--- src/hdl/pcg_pkg.sv ---
// Constants, register map and state types for the peripheral bus clock gating block
package pcg_pkg;

	// Bus geometry
	localparam int unsigned PCG_ADDR_W = 4;
	localparam int unsigned PCG_DATA_W = 32;
	localparam int unsigned PCG_BE_W = 4;
	localparam int unsigned PCG_GATE_W = 8;
	localparam int unsigned PCG_GATE_N = 16;

	// Byte offsets of the registers
	localparam logic [PCG_ADDR_W-1:0] PCG_OFS_FIRST = 4'h0;
	localparam logic [PCG_ADDR_W-1:0] PCG_OFS_SECOND = 4'h4;
	localparam logic [PCG_ADDR_W-1:0] PCG_OFS_STATUS = 4'h8;

	// Reset values: every peripheral clocked until software says otherwise
	localparam logic [PCG_GATE_W-1:0] PCG_RST_FIRST = 8'hff;
	localparam logic [PCG_GATE_W-1:0] PCG_RST_SECOND = 8'hff;
	localparam logic PCG_RST_CELL = 1'h1;

	// Byte lane that carries the 8-bit registers
	localparam int unsigned PCG_BE_LOW = 0;

	// Bit positions in the first gating register
	localparam int unsigned PCG_BIT_CARRIER = 7;
	localparam int unsigned PCG_BIT_TIMER_TWO = 6;
	localparam int unsigned PCG_BIT_TIMER_ONE = 5;
	localparam int unsigned PCG_BIT_ADC = 4;
	localparam int unsigned PCG_BIT_DAC = 3;
	localparam int unsigned PCG_BIT_TWO_WIRE = 2;
	localparam int unsigned PCG_BIT_SERIAL_TWO = 1;
	localparam int unsigned PCG_BIT_SERIAL_ONE = 0;

	// Bit positions in the second gating register
	localparam int unsigned PCG_BIT_USB = 7;
	localparam int unsigned PCG_BIT_DELAY = 6;
	localparam int unsigned PCG_BIT_IRQ_PIN = 5;
	localparam int unsigned PCG_BIT_KEYBOARD = 4;
	localparam int unsigned PCG_BIT_COMPARATOR = 3;
	localparam int unsigned PCG_BIT_TIME_OF_DAY = 2;
	localparam int unsigned PCG_BIT_PSERIAL_TWO = 1;
	localparam int unsigned PCG_BIT_PSERIAL_ONE = 0;

	// Avalon-MM response codes
	localparam logic [1:0] PCG_RESP_OKAY = 2'h0;
	localparam logic [1:0] PCG_RESP_SLVERR = 2'h2;

	// Bus slave states
	typedef enum logic [0:0] {
		PCG_IDLE,
		PCG_ANSWER
	} pcg_bus_state_t;

	// Whole state of the top module
	typedef struct packed {
		pcg_bus_state_t state;
		logic [PCG_GATE_W-1:0] gate_first;
		logic [PCG_GATE_W-1:0] gate_second;
		logic [PCG_DATA_W-1:0] rdata;
		logic [1:0] resp;
	} pcg_regs_t;

	// Whole state of one gate cell
	typedef struct packed {
		logic on;
	} pcg_cell_t;

endpackage

--- src/hdl/pcg_gate_cell.sv ---
// One glitch-free bus clock enable, retimed onto the bus clock edge
`timescale 1ns/1ps
module pcg_gate_cell (
	input wire logic clk_i,
	input wire logic srst_i,
	input wire logic enable_i,
	output logic clk_en_o
);
	import pcg_pkg::*;

	pcg_cell_t cur;
	pcg_cell_t next_cur;

	// Enable follows the register one edge later, so it never changes mid-cycle
	always_comb begin
		next_cur = cur;
		next_cur.on = enable_i;
	end

	// Reset opens the gate so every peripheral is clocked out of reset
	always_ff @(posedge clk_i) begin
		if (srst_i) begin
			cur.on <= PCG_RST_CELL;
		end else begin
			cur <= next_cur;
		end
	end

	assign clk_en_o = cur.on;

	// Enable changes only one edge after its control bit
	a_cell_retime: assert property (@(posedge clk_i) disable iff (srst_i)
		!$past(srst_i) |-> clk_en_o == $past(enable_i))
		else $error("gate enable did not follow its control bit");

endmodule // pcg_gate_cell

--- src/hdl/pcg_clock_gating.sv ---
// Peripheral bus clock gating: two gating registers on an Avalon-MM slave
// Function
// First register bit 7 clocks the carrier modulator when set, stops it when clear.
// First register bit 6 clocks the second timer when set, stops it when clear.
// First register bit 5 clocks the first timer when set, stops it when clear.
// First register bit 4 clocks the ADC when set, stops it when clear.
// First register bit 3 clocks the DAC when set, stops it when clear.
// First register bit 2 clocks the two-wire controller when set.
// First register bit 1 clocks the second async serial port when set.
// First register bit 0 clocks the first async serial port when set.
// Second register bit 7 clocks the USB module when set.
// Second register bit 6 clocks the delay block registers when set.
// Second register bit 5 clocks the external interrupt pin logic when set.
// Second register bit 4 clocks both keyboard interrupt modules together.
// Second register bit 3 clocks both comparators together.
// Second register bit 2 gates only the time-of-day bus clock, not its timebase.
// Second register bit 1 clocks the second SPI port when set.
// Second register bit 0 clocks the first SPI port when set.
// Both gating registers reset to all ones.
// Registers read back last write; gating changes glitch-free on clock edges.
`timescale 1ns/1ps
module pcg_clock_gating (
	input wire logic clk_i,
	input wire logic srst_i,
	input wire logic [pcg_pkg::PCG_ADDR_W-1:0] avs_address_i,
	input wire logic avs_read_i,
	input wire logic avs_write_i,
	input wire logic [pcg_pkg::PCG_DATA_W-1:0] avs_writedata_i,
	input wire logic [pcg_pkg::PCG_BE_W-1:0] avs_byteenable_i,
	output logic [pcg_pkg::PCG_DATA_W-1:0] avs_readdata_o,
	output logic [1:0] avs_response_o,
	output logic avs_waitrequest_o,
	output logic carrier_modulator_gate_o,
	output logic timer_two_gate_o,
	output logic timer_one_gate_o,
	output logic adc_gate_o,
	output logic dac_gate_o,
	output logic two_wire_bus_gate_o,
	output logic serial_port_two_gate_o,
	output logic serial_port_one_gate_o,
	output logic usb_gate_o,
	output logic delay_block_gate_o,
	output logic irq_pin_gate_o,
	output logic keyboard_interrupt_gate_o,
	output logic comparator_gate_o,
	output logic time_of_day_gate_o,
	output logic peripheral_serial_two_gate_o,
	output logic peripheral_serial_one_gate_o
);
	import pcg_pkg::*;

	pcg_regs_t cur;
	pcg_regs_t next_cur;
	logic [PCG_GATE_N-1:0] gate_ctrl;
	wire logic [PCG_GATE_N-1:0] gate_on;
	logic request;
	logic mapped;
	logic [PCG_DATA_W-1:0] read_mux;

	// Address decode and read selection
	assign request = avs_read_i || avs_write_i;
	assign mapped = (avs_address_i == PCG_OFS_FIRST) || (avs_address_i == PCG_OFS_SECOND)
		|| (avs_address_i == PCG_OFS_STATUS);

	// Status shows the enables the peripherals really see, one edge behind the control
	always_comb begin
		read_mux = '0;
		if (avs_address_i == PCG_OFS_FIRST) begin
			read_mux[PCG_GATE_W-1:0] = cur.gate_first;
		end else if (avs_address_i == PCG_OFS_SECOND) begin
			read_mux[PCG_GATE_W-1:0] = cur.gate_second;
		end else if (avs_address_i == PCG_OFS_STATUS) begin
			read_mux[PCG_GATE_N-1:0] = gate_on;
		end
	end

	// Bus slave: one wait cycle, answer on the second edge, writes land there too
	always_comb begin
		next_cur = cur;
		unique case (cur.state)
			PCG_IDLE: begin
				if (request) begin
					next_cur.state = PCG_ANSWER;
					next_cur.resp = mapped ? PCG_RESP_OKAY : PCG_RESP_SLVERR;
					next_cur.rdata = avs_read_i ? read_mux : '0;
				end
			end
			PCG_ANSWER: begin
				next_cur.state = PCG_IDLE;
				// Only the low lane holds data; writes without it are ignored
				if (avs_write_i && avs_byteenable_i[PCG_BE_LOW]) begin
					if (avs_address_i == PCG_OFS_FIRST) begin
						next_cur.gate_first = avs_writedata_i[PCG_GATE_W-1:0];
					end else if (avs_address_i == PCG_OFS_SECOND) begin
						next_cur.gate_second = avs_writedata_i[PCG_GATE_W-1:0];
					end
				end
			end
		endcase
	end

	// State register; gating registers come up all ones
	always_ff @(posedge clk_i) begin
		if (srst_i) begin
			cur.state <= PCG_IDLE;
			cur.gate_first <= PCG_RST_FIRST;
			cur.gate_second <= PCG_RST_SECOND;
			cur.rdata <= '0;
			cur.resp <= PCG_RESP_OKAY;
		end else begin
			cur <= next_cur;
		end
	end

	// Handshake outputs
	assign avs_waitrequest_o = request && (cur.state != PCG_ANSWER);
	assign avs_readdata_o = cur.rdata;
	assign avs_response_o = cur.resp;

	// One retimed enable per control bit; a flop never glitches, unlike a gate on clk
	assign gate_ctrl = {cur.gate_second, cur.gate_first};
	for (genvar g = 0; g < PCG_GATE_N; g++) begin : g_cell
		pcg_gate_cell u_cell (
			.clk_i(clk_i),
			.srst_i(srst_i),
			.enable_i(gate_ctrl[g]),
			.clk_en_o(gate_on[g])
		);
	end

	// First register bits to peripheral enables
	assign carrier_modulator_gate_o = gate_on[PCG_BIT_CARRIER];
	assign timer_two_gate_o = gate_on[PCG_BIT_TIMER_TWO];
	assign timer_one_gate_o = gate_on[PCG_BIT_TIMER_ONE];
	assign adc_gate_o = gate_on[PCG_BIT_ADC];
	assign dac_gate_o = gate_on[PCG_BIT_DAC];
	assign two_wire_bus_gate_o = gate_on[PCG_BIT_TWO_WIRE];
	assign serial_port_two_gate_o = gate_on[PCG_BIT_SERIAL_TWO];
	assign serial_port_one_gate_o = gate_on[PCG_BIT_SERIAL_ONE];

	// Second register bits; keyboard and comparator pairs share one enable each
	assign usb_gate_o = gate_on[PCG_GATE_W + PCG_BIT_USB];
	assign delay_block_gate_o = gate_on[PCG_GATE_W + PCG_BIT_DELAY];
	assign irq_pin_gate_o = gate_on[PCG_GATE_W + PCG_BIT_IRQ_PIN];
	assign keyboard_interrupt_gate_o = gate_on[PCG_GATE_W + PCG_BIT_KEYBOARD];
	assign comparator_gate_o = gate_on[PCG_GATE_W + PCG_BIT_COMPARATOR];
	// Bus side only: the time-of-day timebase is not touched here
	assign time_of_day_gate_o = gate_on[PCG_GATE_W + PCG_BIT_TIME_OF_DAY];
	assign peripheral_serial_two_gate_o = gate_on[PCG_GATE_W + PCG_BIT_PSERIAL_TWO];
	assign peripheral_serial_one_gate_o = gate_on[PCG_GATE_W + PCG_BIT_PSERIAL_ONE];

	// Checks on the register-to-enable path and the bus; the !$past(srst_i) checks skip the edge right after reset
	a_carrier_bit: assert property (@(posedge clk_i) disable iff (srst_i)
		!$past(srst_i) |-> carrier_modulator_gate_o == $past(cur.gate_first[PCG_BIT_CARRIER]))
		else $error("carrier modulator enable wrong");
	a_timer_two_bit: assert property (@(posedge clk_i) disable iff (srst_i)
		$fell(cur.gate_first[PCG_BIT_TIMER_TWO]) |=> !timer_two_gate_o)
		else $error("second timer enable not cleared");
	a_timer_one_bit: assert property (@(posedge clk_i) disable iff (srst_i)
		$rose(cur.gate_first[PCG_BIT_TIMER_ONE]) |-> !timer_one_gate_o ##1 timer_one_gate_o)
		else $error("first timer enable not set one edge later");
	a_adc_bit: assert property (@(posedge clk_i) disable iff (srst_i)
		!$past(srst_i) |-> adc_gate_o == $past(cur.gate_first[PCG_BIT_ADC]))
		else $error("analog input converter enable wrong");
	a_dac_bit: assert property (@(posedge clk_i) disable iff (srst_i)
		!$past(srst_i) |-> dac_gate_o == $past(cur.gate_first[PCG_BIT_DAC]))
		else $error("analog output converter enable wrong");
	a_two_wire_bit: assert property (@(posedge clk_i) disable iff (srst_i)
		!$past(srst_i) |-> two_wire_bus_gate_o == $past(cur.gate_first[PCG_BIT_TWO_WIRE]))
		else $error("two-wire controller enable wrong");
	a_serial_two_bit: assert property (@(posedge clk_i) disable iff (srst_i)
		!$past(srst_i) |->
		serial_port_two_gate_o == $past(cur.gate_first[PCG_BIT_SERIAL_TWO]))
		else $error("second async serial enable wrong");
	a_serial_one_bit: assert property (@(posedge clk_i) disable iff (srst_i)
		!$past(srst_i) |->
		serial_port_one_gate_o == $past(cur.gate_first[PCG_BIT_SERIAL_ONE]))
		else $error("first async serial enable wrong");
	a_usb_bit: assert property (@(posedge clk_i) disable iff (srst_i)
		!$past(srst_i) |-> usb_gate_o == $past(cur.gate_second[PCG_BIT_USB]))
		else $error("usb enable wrong");
	a_delay_bit: assert property (@(posedge clk_i) disable iff (srst_i)
		!$past(srst_i) |-> delay_block_gate_o == $past(cur.gate_second[PCG_BIT_DELAY]))
		else $error("delay block enable wrong");
	a_irq_pin_bit: assert property (@(posedge clk_i) disable iff (srst_i)
		!$past(srst_i) |-> irq_pin_gate_o == $past(cur.gate_second[PCG_BIT_IRQ_PIN]))
		else $error("interrupt pin enable wrong");
	a_keyboard_bit: assert property (@(posedge clk_i) disable iff (srst_i)
		!$past(srst_i) |->
		keyboard_interrupt_gate_o == $past(cur.gate_second[PCG_BIT_KEYBOARD]))
		else $error("keyboard enable wrong");
	a_comparator_bit: assert property (@(posedge clk_i) disable iff (srst_i)
		!$past(srst_i) |-> comparator_gate_o == $past(cur.gate_second[PCG_BIT_COMPARATOR]))
		else $error("comparator enable wrong");
	a_time_of_day_bit: assert property (@(posedge clk_i) disable iff (srst_i)
		!$past(srst_i) |->
		time_of_day_gate_o == $past(cur.gate_second[PCG_BIT_TIME_OF_DAY]))
		else $error("time-of-day enable wrong");
	a_spi_two_bit: assert property (@(posedge clk_i) disable iff (srst_i)
		!$past(srst_i) |->
		peripheral_serial_two_gate_o == $past(cur.gate_second[PCG_BIT_PSERIAL_TWO]))
		else $error("second SPI enable wrong");
	a_spi_one_bit: assert property (@(posedge clk_i) disable iff (srst_i)
		cur.state == PCG_ANSWER && avs_write_i && avs_byteenable_i[PCG_BE_LOW]
		&& avs_address_i == PCG_OFS_SECOND |=> ##1
		peripheral_serial_one_gate_o == $past(avs_writedata_i[PCG_BIT_PSERIAL_ONE], 2))
		else $error("first SPI enable did not follow the write");
	a_reset_ones: assert property (@(posedge clk_i)
		srst_i |=> cur.gate_first == PCG_RST_FIRST && cur.gate_second == PCG_RST_SECOND
		&& gate_on == {PCG_RST_SECOND, PCG_RST_FIRST})
		else $error("gating not all ones after reset");
	a_write_lands: assert property (@(posedge clk_i) disable iff (srst_i)
		cur.state == PCG_ANSWER && avs_write_i && avs_byteenable_i[PCG_BE_LOW]
		&& avs_address_i == PCG_OFS_FIRST
		|=> cur.gate_first == $past(avs_writedata_i[PCG_GATE_W-1:0]))
		else $error("write to first gating register lost");
	// Writes without the low lane, or to status or a hole, must not move the gates
	a_write_refused: assert property (@(posedge clk_i) disable iff (srst_i)
		cur.state == PCG_ANSWER && avs_write_i && (!avs_byteenable_i[PCG_BE_LOW]
		|| !(avs_address_i == PCG_OFS_FIRST || avs_address_i == PCG_OFS_SECOND))
		|=> $stable(cur.gate_first) && $stable(cur.gate_second))
		else $error("refused write changed a gating register");
	a_status_view: assert property (@(posedge clk_i) disable iff (srst_i)
		cur.state == PCG_IDLE && avs_read_i && avs_address_i == PCG_OFS_STATUS
		|=> avs_readdata_o[PCG_GATE_N-1:0] == $past(gate_on))
		else $error("status read does not show the applied enables");
	a_unmapped_err: assert property (@(posedge clk_i) disable iff (srst_i)
		cur.state == PCG_IDLE && request && !mapped
		|=> avs_response_o == PCG_RESP_SLVERR && avs_readdata_o == '0)
		else $error("unmapped access not answered with an error");
	a_read_back: assert property (@(posedge clk_i) disable iff (srst_i)
		cur.state == PCG_IDLE && avs_read_i && avs_address_i == PCG_OFS_SECOND
		|=> !avs_waitrequest_o && avs_readdata_o[PCG_GATE_W-1:0] == cur.gate_second)
		else $error("read back of second gating register wrong");
	a_one_wait: assert property (@(posedge clk_i) disable iff (srst_i)
		cur.state == PCG_IDLE && request |-> avs_waitrequest_o ##1 !avs_waitrequest_o)
		else $error("slave did not answer on the second edge");

	// Main scenarios
	c_gate_off: cover property (@(posedge clk_i) disable iff (srst_i)
		$fell(usb_gate_o));
	c_gate_back_on: cover property (@(posedge clk_i) disable iff (srst_i)
		$rose(comparator_gate_o));
	c_status_read: cover property (@(posedge clk_i) disable iff (srst_i)
		cur.state == PCG_ANSWER && avs_read_i && avs_address_i == PCG_OFS_STATUS);
	c_unmapped: cover property (@(posedge clk_i) disable iff (srst_i)
		cur.state == PCG_ANSWER && avs_response_o == PCG_RESP_SLVERR);

endmodule // pcg_clock_gating

--- config.mk ---
export PLATFORM = sky130hd
export DESIGN_NAME = pcg_clock_gating
export DESIGN_NICKNAME = d
export VERILOG_FILES = /design/src/hdl/pcg_pkg.sv /design/src/hdl/pcg_gate_cell.sv /design/src/hdl/pcg_clock_gating.sv
export SDC_FILE = /design/constraint.sdc
export NUM_CORES = 1
export LEC_CHECK = 0
export ABC_AREA = 1
export BUFFER_PORTS_ARGS = -buffer_cell sky130_fd_sc_hd__buf_4
export CORE_UTILIZATION = 25
export CTS_BUF_LIST = sky130_fd_sc_hd__clkbuf_16
export DETAILED_ROUTE_END_ITERATION = 10
export SETUP_SLACK_MARGIN = 0.05
export SYNTH_ARGS = -nofsm -noshare
export SYNTH_HDL_FRONTEND = slang
export SYNTH_SLANG_ARGS = --single-unit
--- constraint.sdc ---
create_clock -name clk_i -period 1.36 [get_ports clk_i]
set_clock_uncertainty 0.05 [all_clocks]
set_input_delay 0.136 -clock clk_i [delete_from_list [all_inputs] [get_ports clk_i]]
set_output_delay 0.136 -clock clk_i [all_outputs]
set_load 0.005 [all_outputs]
==> results.cfg, run 1 <==
[outcome]
outcome = finished clean

[routing]
ant_nets = 0
drc = 0
dr_wl_met2_mm = 2.53
wl_met1_mm = 2.33
totalWireLength_mm = 5.21
avgRoutedWirePerCell_um = 11.8
dr_wl_met3_um = 258
top_layer_used = met4
num_vias = 1799
drt_iter0_drc = 95
via_per_inst = 4.09
firstDrtPassIters = 4

[timing]
slew_viol_final = 0
layout_min_cycle_time_ns = 1.23
setup_viol = 0
fmax_mhz = 815
hold_viol = 0
period_share_pct = 90.2
rsz0062_at_grt = no
finalSetupTns_ns = 0

[setup_path]
r2r_start = cur[50]
startpoint_type = flip-flop
slowest_stage = dfxtp_2
arrival_ns = 1.04
cp_top_family = buffers and inverters
criticalPathCategory = flip-flop to output port
rr_worst_depth = 5
worst-r2r-setup-slack_ns = 0.15
critical_path_required_ns = 1.17
cp_max_fo = 4
crit_chain = inv_2 -> nand2_2 -> buf_6 -> inv_1 -> buf_4
max_stage_delay_ns = 0.34
cp-end-kind = output port
critPathBufInv = 4
rr_endpoint = cur[46]

[placement]
gp_congestion = 0.779
numPortBuffers = 50
hpwl_mm = 3.99

[pwr]
p_leak_nw = 1.36
irDropWorstVdd_v = 0.000528
power_density_nw_per_um2 = 1130

[cells_and_area]
drive_gt1_share_pct = 29.8
post-route-util_pct = 31.0
area_growth_pct = 20.4
n_fill_cell = 989
nets = 372
diodes = 0

[clock_network]
clk_pin_slew_worst_paths_ns = 0.07
cts_tree = built
h-tree-depth = 2
root_buffer = clkbuf_16
numCtsBuffers = 5
clkSinkCount = 50
clockBufferDepth = 2
clk_latency_ns = 0.29
holdBufCountCts = 0

[synthesis]
synth_fa_ha_area_share_pct = 0
synth_seq_cells = 50
synth.area.mux_share_pct = 0
synth_warnings = 0
synth-xor-area-share_pct = 0
netlist_area_um2 = 2360
synth_compound_area_share_pct = 8.52
yosysUniqueCellTypes = 26
synthSimpleGateAreaFrac_pct = 28.7
synth_top_family_by_area = simple AND/OR/NAND/NOR gates
yosysSeqAreaShare_pct = 42.4
syn_avg_cell_area_um2 = 8.07
netlist_instances = 293

[grt]
grt_pass1_wl_mm = 8.20
grt_pass1_vias = 1716
grt_use_total_pct = 10.8
grt_max_degree = 18
overflow = 0
antenna_found_initial = 0

[die]
die_x_um = 99.2
initial_core_util_pct = 25.7
die-area_um2 = 9850
core_um2 = 9200
ios = 95
die_h_um = 99.2
rows = 35

[worst_hold_path]
min-delay-start = avs_writedata_i[5]
hold_path_end = cur[39]
hold_class = input port to flip-flop
hold_path_depth = 3

[run]
cap_violations = 0
[power breakdown]
part           total, mW  switching [mW]  internal [mW]
combinational      0.284           0.169          0.115
clock               1.45           0.568          0.880
sequential          1.49          0.0106           1.48
total               3.22           0.747           2.48
[Yosys cell counts (all sizes together)]
master  count  area share [%]
a21oi      23             5.0
buf        43              15
clkbuf      3            0.48
conb        1            0.16
dfxtp      50              42
inv        29             4.6
nand2      73              13
nand3      31             8.4
nor2       23             6.1
o211ai      5             2.0
o21ai       7             1.5
or2         5             1.3
[per-layer routing]
| layer | vias up | GRT usage [%] |
|---|---|---|
| li1 | 934 | - |
| met1 | 808 | 12.6 |
| met2 | 49 | 19.3 |
| met3 | 8 | 2.32 |
| met4 | 0 | 4.07 |
| met5 | - | 0 |
[final cells by class]
cell class	count	area (um2)	area share, %
Clock inverter	3	48.8	1.71
Clock buffer	5	125	4.40
Sequential cell	50	1000	35.2
Inverter	29	111	3.91
Multi-Input combinational cell	184	943	33.1
Tap cell	111	139	4.88
Timing Repair Buffer	58	477	16.7
[flip-flops by register name (all words and copies together), names as in the netlist]
register	count
g_cell.u_cell.clk_en_o	16
avs_response_o	1
avs_readdata_o	16
cur	17
[what timing repair did]
action	in CTS	in global routing
resized for setup	2	2
setup endpoints to repair	1	4
hold endpoints to repair	0	0
buffers inserted	0	1
cloned	0	0
[metrics by stage]
step                power (mW)  setup WS (ns)  cell area [um2]  cells  hold WS, ns
finish                    3.22          0.133             2850    440      0.00701
global route              3.34         0.0632             2850    440       0.0151
CTS                       3.26         0.0572             2840    439      0.00563
detailed placement        1.80        -0.0455             2660    431        0.311
global placement          1.80        -0.0109             2660    431        0.307
floorplan                 1.74          0.334             2420    309        0.203
[kinds of logic (layout without fill, tap and decap cells)]
logic type,count (synthesis),count (layout)
AOI/OAI and AO/OA,35,35
DFF,50,50
and+or+nand+nor,132,132
buffers and inverters,75,95
other,1,17
[worst max-delay path by stage]
| stage | start | cells after the start | end |
|---|---|---|---|
| floorplan | cur[50] | 5 | cur[44] |
| global placement | avs_address_i[1] | 7 | cur[47] |
| detailed placement | avs_address_i[1] | 7 | cur[46] |
| CTS | cur[50] | 5 | avs_waitrequest_o |
| global route | cur[50] | 5 | avs_waitrequest_o |
| finish | cur[50] | 5 | avs_waitrequest_o |
[placed cells by master, fill, tap and decap left out]
cell type and n:
inv_1 26, o211ai_2 2, bufinv_16 1, buf_6 1
nand3_2 6, nor2_8 3, nor2_2 1, nand2_4 2
nand2_1 65, nand3_1 24, clkbuf_16 5, nor2_4 1
dfxtp_2 1, or2_2 5, o21ai_0 7, conb_1 17
buf_12 3, nand3_4 1, a21oi_2 1, inv_4 1
inv_2 2, inv_8 1, o211ai_1 3, dfxtp_1 49
a21oi_1 22, buf_4 54, clkinvlp_4 1, nor2_1 18
nand2_2 6
[worst reg2reg max path: stages, from the launching register on]
cell and delay (ns):
dfxtp_2 0.36, nand3_4 0.13, nor2_4 0.32, inv_1 0.11
nand2_1 0.08, nand3_1 0.06
(Power assumes the default switching activity.)
==> inputs of run 2 (changes only) <==
--- a/config.mk
+++ b/config.mk
@@ -13,4 +13,5 @@
 export SETUP_SLACK_MARGIN = 0.05
 export SYNTH_ARGS = -nofsm -noshare
 export SYNTH_HDL_FRONTEND = slang
+export SYNTH_HIERARCHICAL = 1
 export SYNTH_SLANG_ARGS = --single-unit
==> run 2 against run 1 <==
  * The run now ends with design-rule violations left
  * Non-clock buffer count unchanged
  * Cell count up 6.6%
  * Area after synthesis down 2.5%
  * Power down 9.8%
  * First-iteration DRC count down 4.2%
  * Sequential cell count unchanged
  * Global-route usage about the same
  * Critical path depth unchanged
  * Final area down 2.2%
  * Die area down 2.5%
  * Clock-buffer cell count unchanged
  * Wire length down 1.6%
==> results.cfg, run 2 <==
[outcome]
outcome = finished with violations
violations = design-rule violations

[routing]
firstDrtPassIters = 7
num_vias = 1916
drt_iter0_drc = 91
drc = 3
ant_nets = 0
via_per_inst = 4.09
avgRoutedWirePerCell_um = 10.9
totalWireLength_mm = 5.13

[setup_path]
arrival_ns = 1.08
max_stage_delay_ns = 0.34
criticalPathCategory = flip-flop to output port
cp_max_fo = 3
critical_path_required_ns = 1.17
slowest_stage = dfxtp_1
cp-end-kind = output port
worst-r2r-setup-slack_ns = 0.26
crit_chain = inv_1 -> nand2_1 -> buf_6 -> inv_1 -> buf_4
startpoint_type = flip-flop
r2r_start = cur[50]
rr_endpoint = cur[36]
rr_worst_depth = 5
crit_top_cell = inv_1

[synthesis]
synthTopCellsByArea = dfxtp_1 43%, nand2_1 15%, buf_4 12%, nand3_1 8.9%, inv_1 7.7%
synth_edf_count = 0
yosysMostFrequentCell = nand2_1
netlist_instances = 321
async_reset_ff_share_pct = 0
synth_warnings = 6
syn_avg_cell_area_um2 = 7.18
synth_area_leader_cell = dfxtp_1
synth_ff_type = dfxtp_1
synthTopCellsByCount = 93 x nand2_1, 50 x dfxtp_1, 47 x inv_1
yosysSeqAreaShare_pct = 43.5
synth_seq_cells = 50
netlist_area_um2 = 2300
yosysUniqueCellTypes = 18
netlist.area_leader.share_pct = 43.5

[cells_and_area]
drive_gt1_share_pct = 21.3
n_fill_cell = 941
top_register = cur
layout_common_cells = 93 x nand2_1, 56 x buf_4, 50 x dfxtp_1
area_growth_pct = 20.9
mostFrequentLayoutCell = nand2_1
finalInstanceArea_um2 = 2780
largest_register_ffs = 17
diodes = 0
nets = 404

[worst_hold_path]
hold_path_end = cur[42]
hold_class = input port to flip-flop
min-delay-start = avs_writedata_i[0]
hold_path_depth = 3

[placement]
dp_slack_ns = 0.0925
numPortBuffers = 50
gp_congestion = 0.813
place_area_um2 = 2630
hpwl_mm = 4.03

[clock_network]
numCtsBuffers = 5
clk_pin_slew_worst_paths_ns = 0.06
root_buffer = clkbuf_16
cts_tree = built
clk_latency_ns = 0.28
holdBufCountCts = 0
clockBufferDepth = 2
clkSinkCount = 50
h-tree-depth = 2

[die]
rows = 34
initial_core_util_pct = 26.2
die-area_um2 = 9600
ios = 95
die_h_um = 98.0
core_um2 = 8810
die_x_um = 98.0

[timing]
layout_min_cycle_time_ns = 1.26
fin_hold_ws_ns = 0.0259
finalSetupTns_ns = 0
rsz0062_at_grt = yes
fmax_mhz = 791
setup_viol = 0
fin_ws_ns = 0.0960
hold_viol = 0
slew_viol_final = 0
period_share_pct = 92.9

[grt]
grt_pass1_wl_mm = 8.16
grt_use_total_pct = 10.7
grt_pass1_vias = 1767
grt_max_degree = 25
antenna_found_initial = 0
overflow = 0

[pwr]
irDropWorstVdd_v = 0.000508
p_leak_nw = 1.51
power_density_nw_per_um2 = 1040

[run]
cap_violations = 0
-- run 2: how the worst max path moves through the flow --
| stage | depth (start not counted) | slack, ns | start | end |
|---|---|---|---|---|
| after floorplan | 5 | 0.21 | cur[50] | cur[39] |
| after global placement | 8 | 0.12 | avs_address_i[1] | cur[48] |
| after detailed placement | 8 | 0.09 | avs_address_i[1] | cur[43] |
| after CTS | 5 | 0.05 | cur[50] | avs_waitrequest_o |
| after global routing | 5 | 0.04 | cur[50] | avs_waitrequest_o |
| final | 5 | 0.1 | cur[50] | avs_waitrequest_o |
-- run 2: what timing repair did --
item | 4_1_cts | 5_1_grt
buffers inserted | 0 | 1
resized for setup | 0 | 2
endpoints found under the setup margin | 0 | 2
hold endpoints to repair | 0 | 0
-- run 2: through the flow --
step | util [%] | instances | power (mW)
final | 31.6 | 469 | 2.91
after detailed placement | 29.9 | 460 | 1.78
after global routing | 31.6 | 469 | 3.04
after global placement | 29.9 | 460 | 1.77
after floorplan | - | 337 | 1.72
after CTS | 31.4 | 468 | 2.92
-- run 2: metal layers --
metal | vias to the layer above | GRT usage (%) | part of all wire, % | routed length, um
li1 | 994 | - | - | -
met1 | 860 | 13.8 | 45 | 2320
met2 | 55 | 17.3 | 46 | 2340
met3 | 7 | 3.51 | 8.1 | 415
met4 | 0 | 2.91 | 1.1 | 55
met5 | - | 0 | 0 | 0
-- run 2: power by group --
group / leakage (nW) / switching, mW / internal [mW]
Clock: 0.0724 / 0.490 / 0.665
Sequential: 0.405 / 0.0104 / 1.48
Combinational: 1.04 / 0.155 / 0.106
Total: 1.51 / 0.656 / 2.25
-- run 2: logic make-up (layout without fill, tap and decap cells) --
family / after synthesis / after routing / synth area share [%]
AND/OR/NAND/NOR: 160 / 160 / 30.9
buffers and inverters: 92 / 116 / 21.6
flip-flops: 50 / 50 / 43.5
AO/OA/AOI/OAI: 18 / 18 / 3.91
other: 1 / 17 / 0.163
-- run 2: critical path: cells and delay by family, from the launching register on --
| family | cells | cell delay [ns] |
|---|---|---|
| buffers and inverters | 4 | 0.35 |
| DFF | 1 | 0.34 |
| and+or+nand+nor | 1 | 0.11 |
-- run 2: layout make-up --
cell class              count  area (um2)  area share [%]
repair buffers             58         452            16.2
flip-flops and latches     50        1000            36.0
multi-input cells         195         871            31.3
well taps                 108         135            4.85
clock buffers               5         125            4.49
inverters                  50         188            6.74
clock inverters             3        12.5           0.449
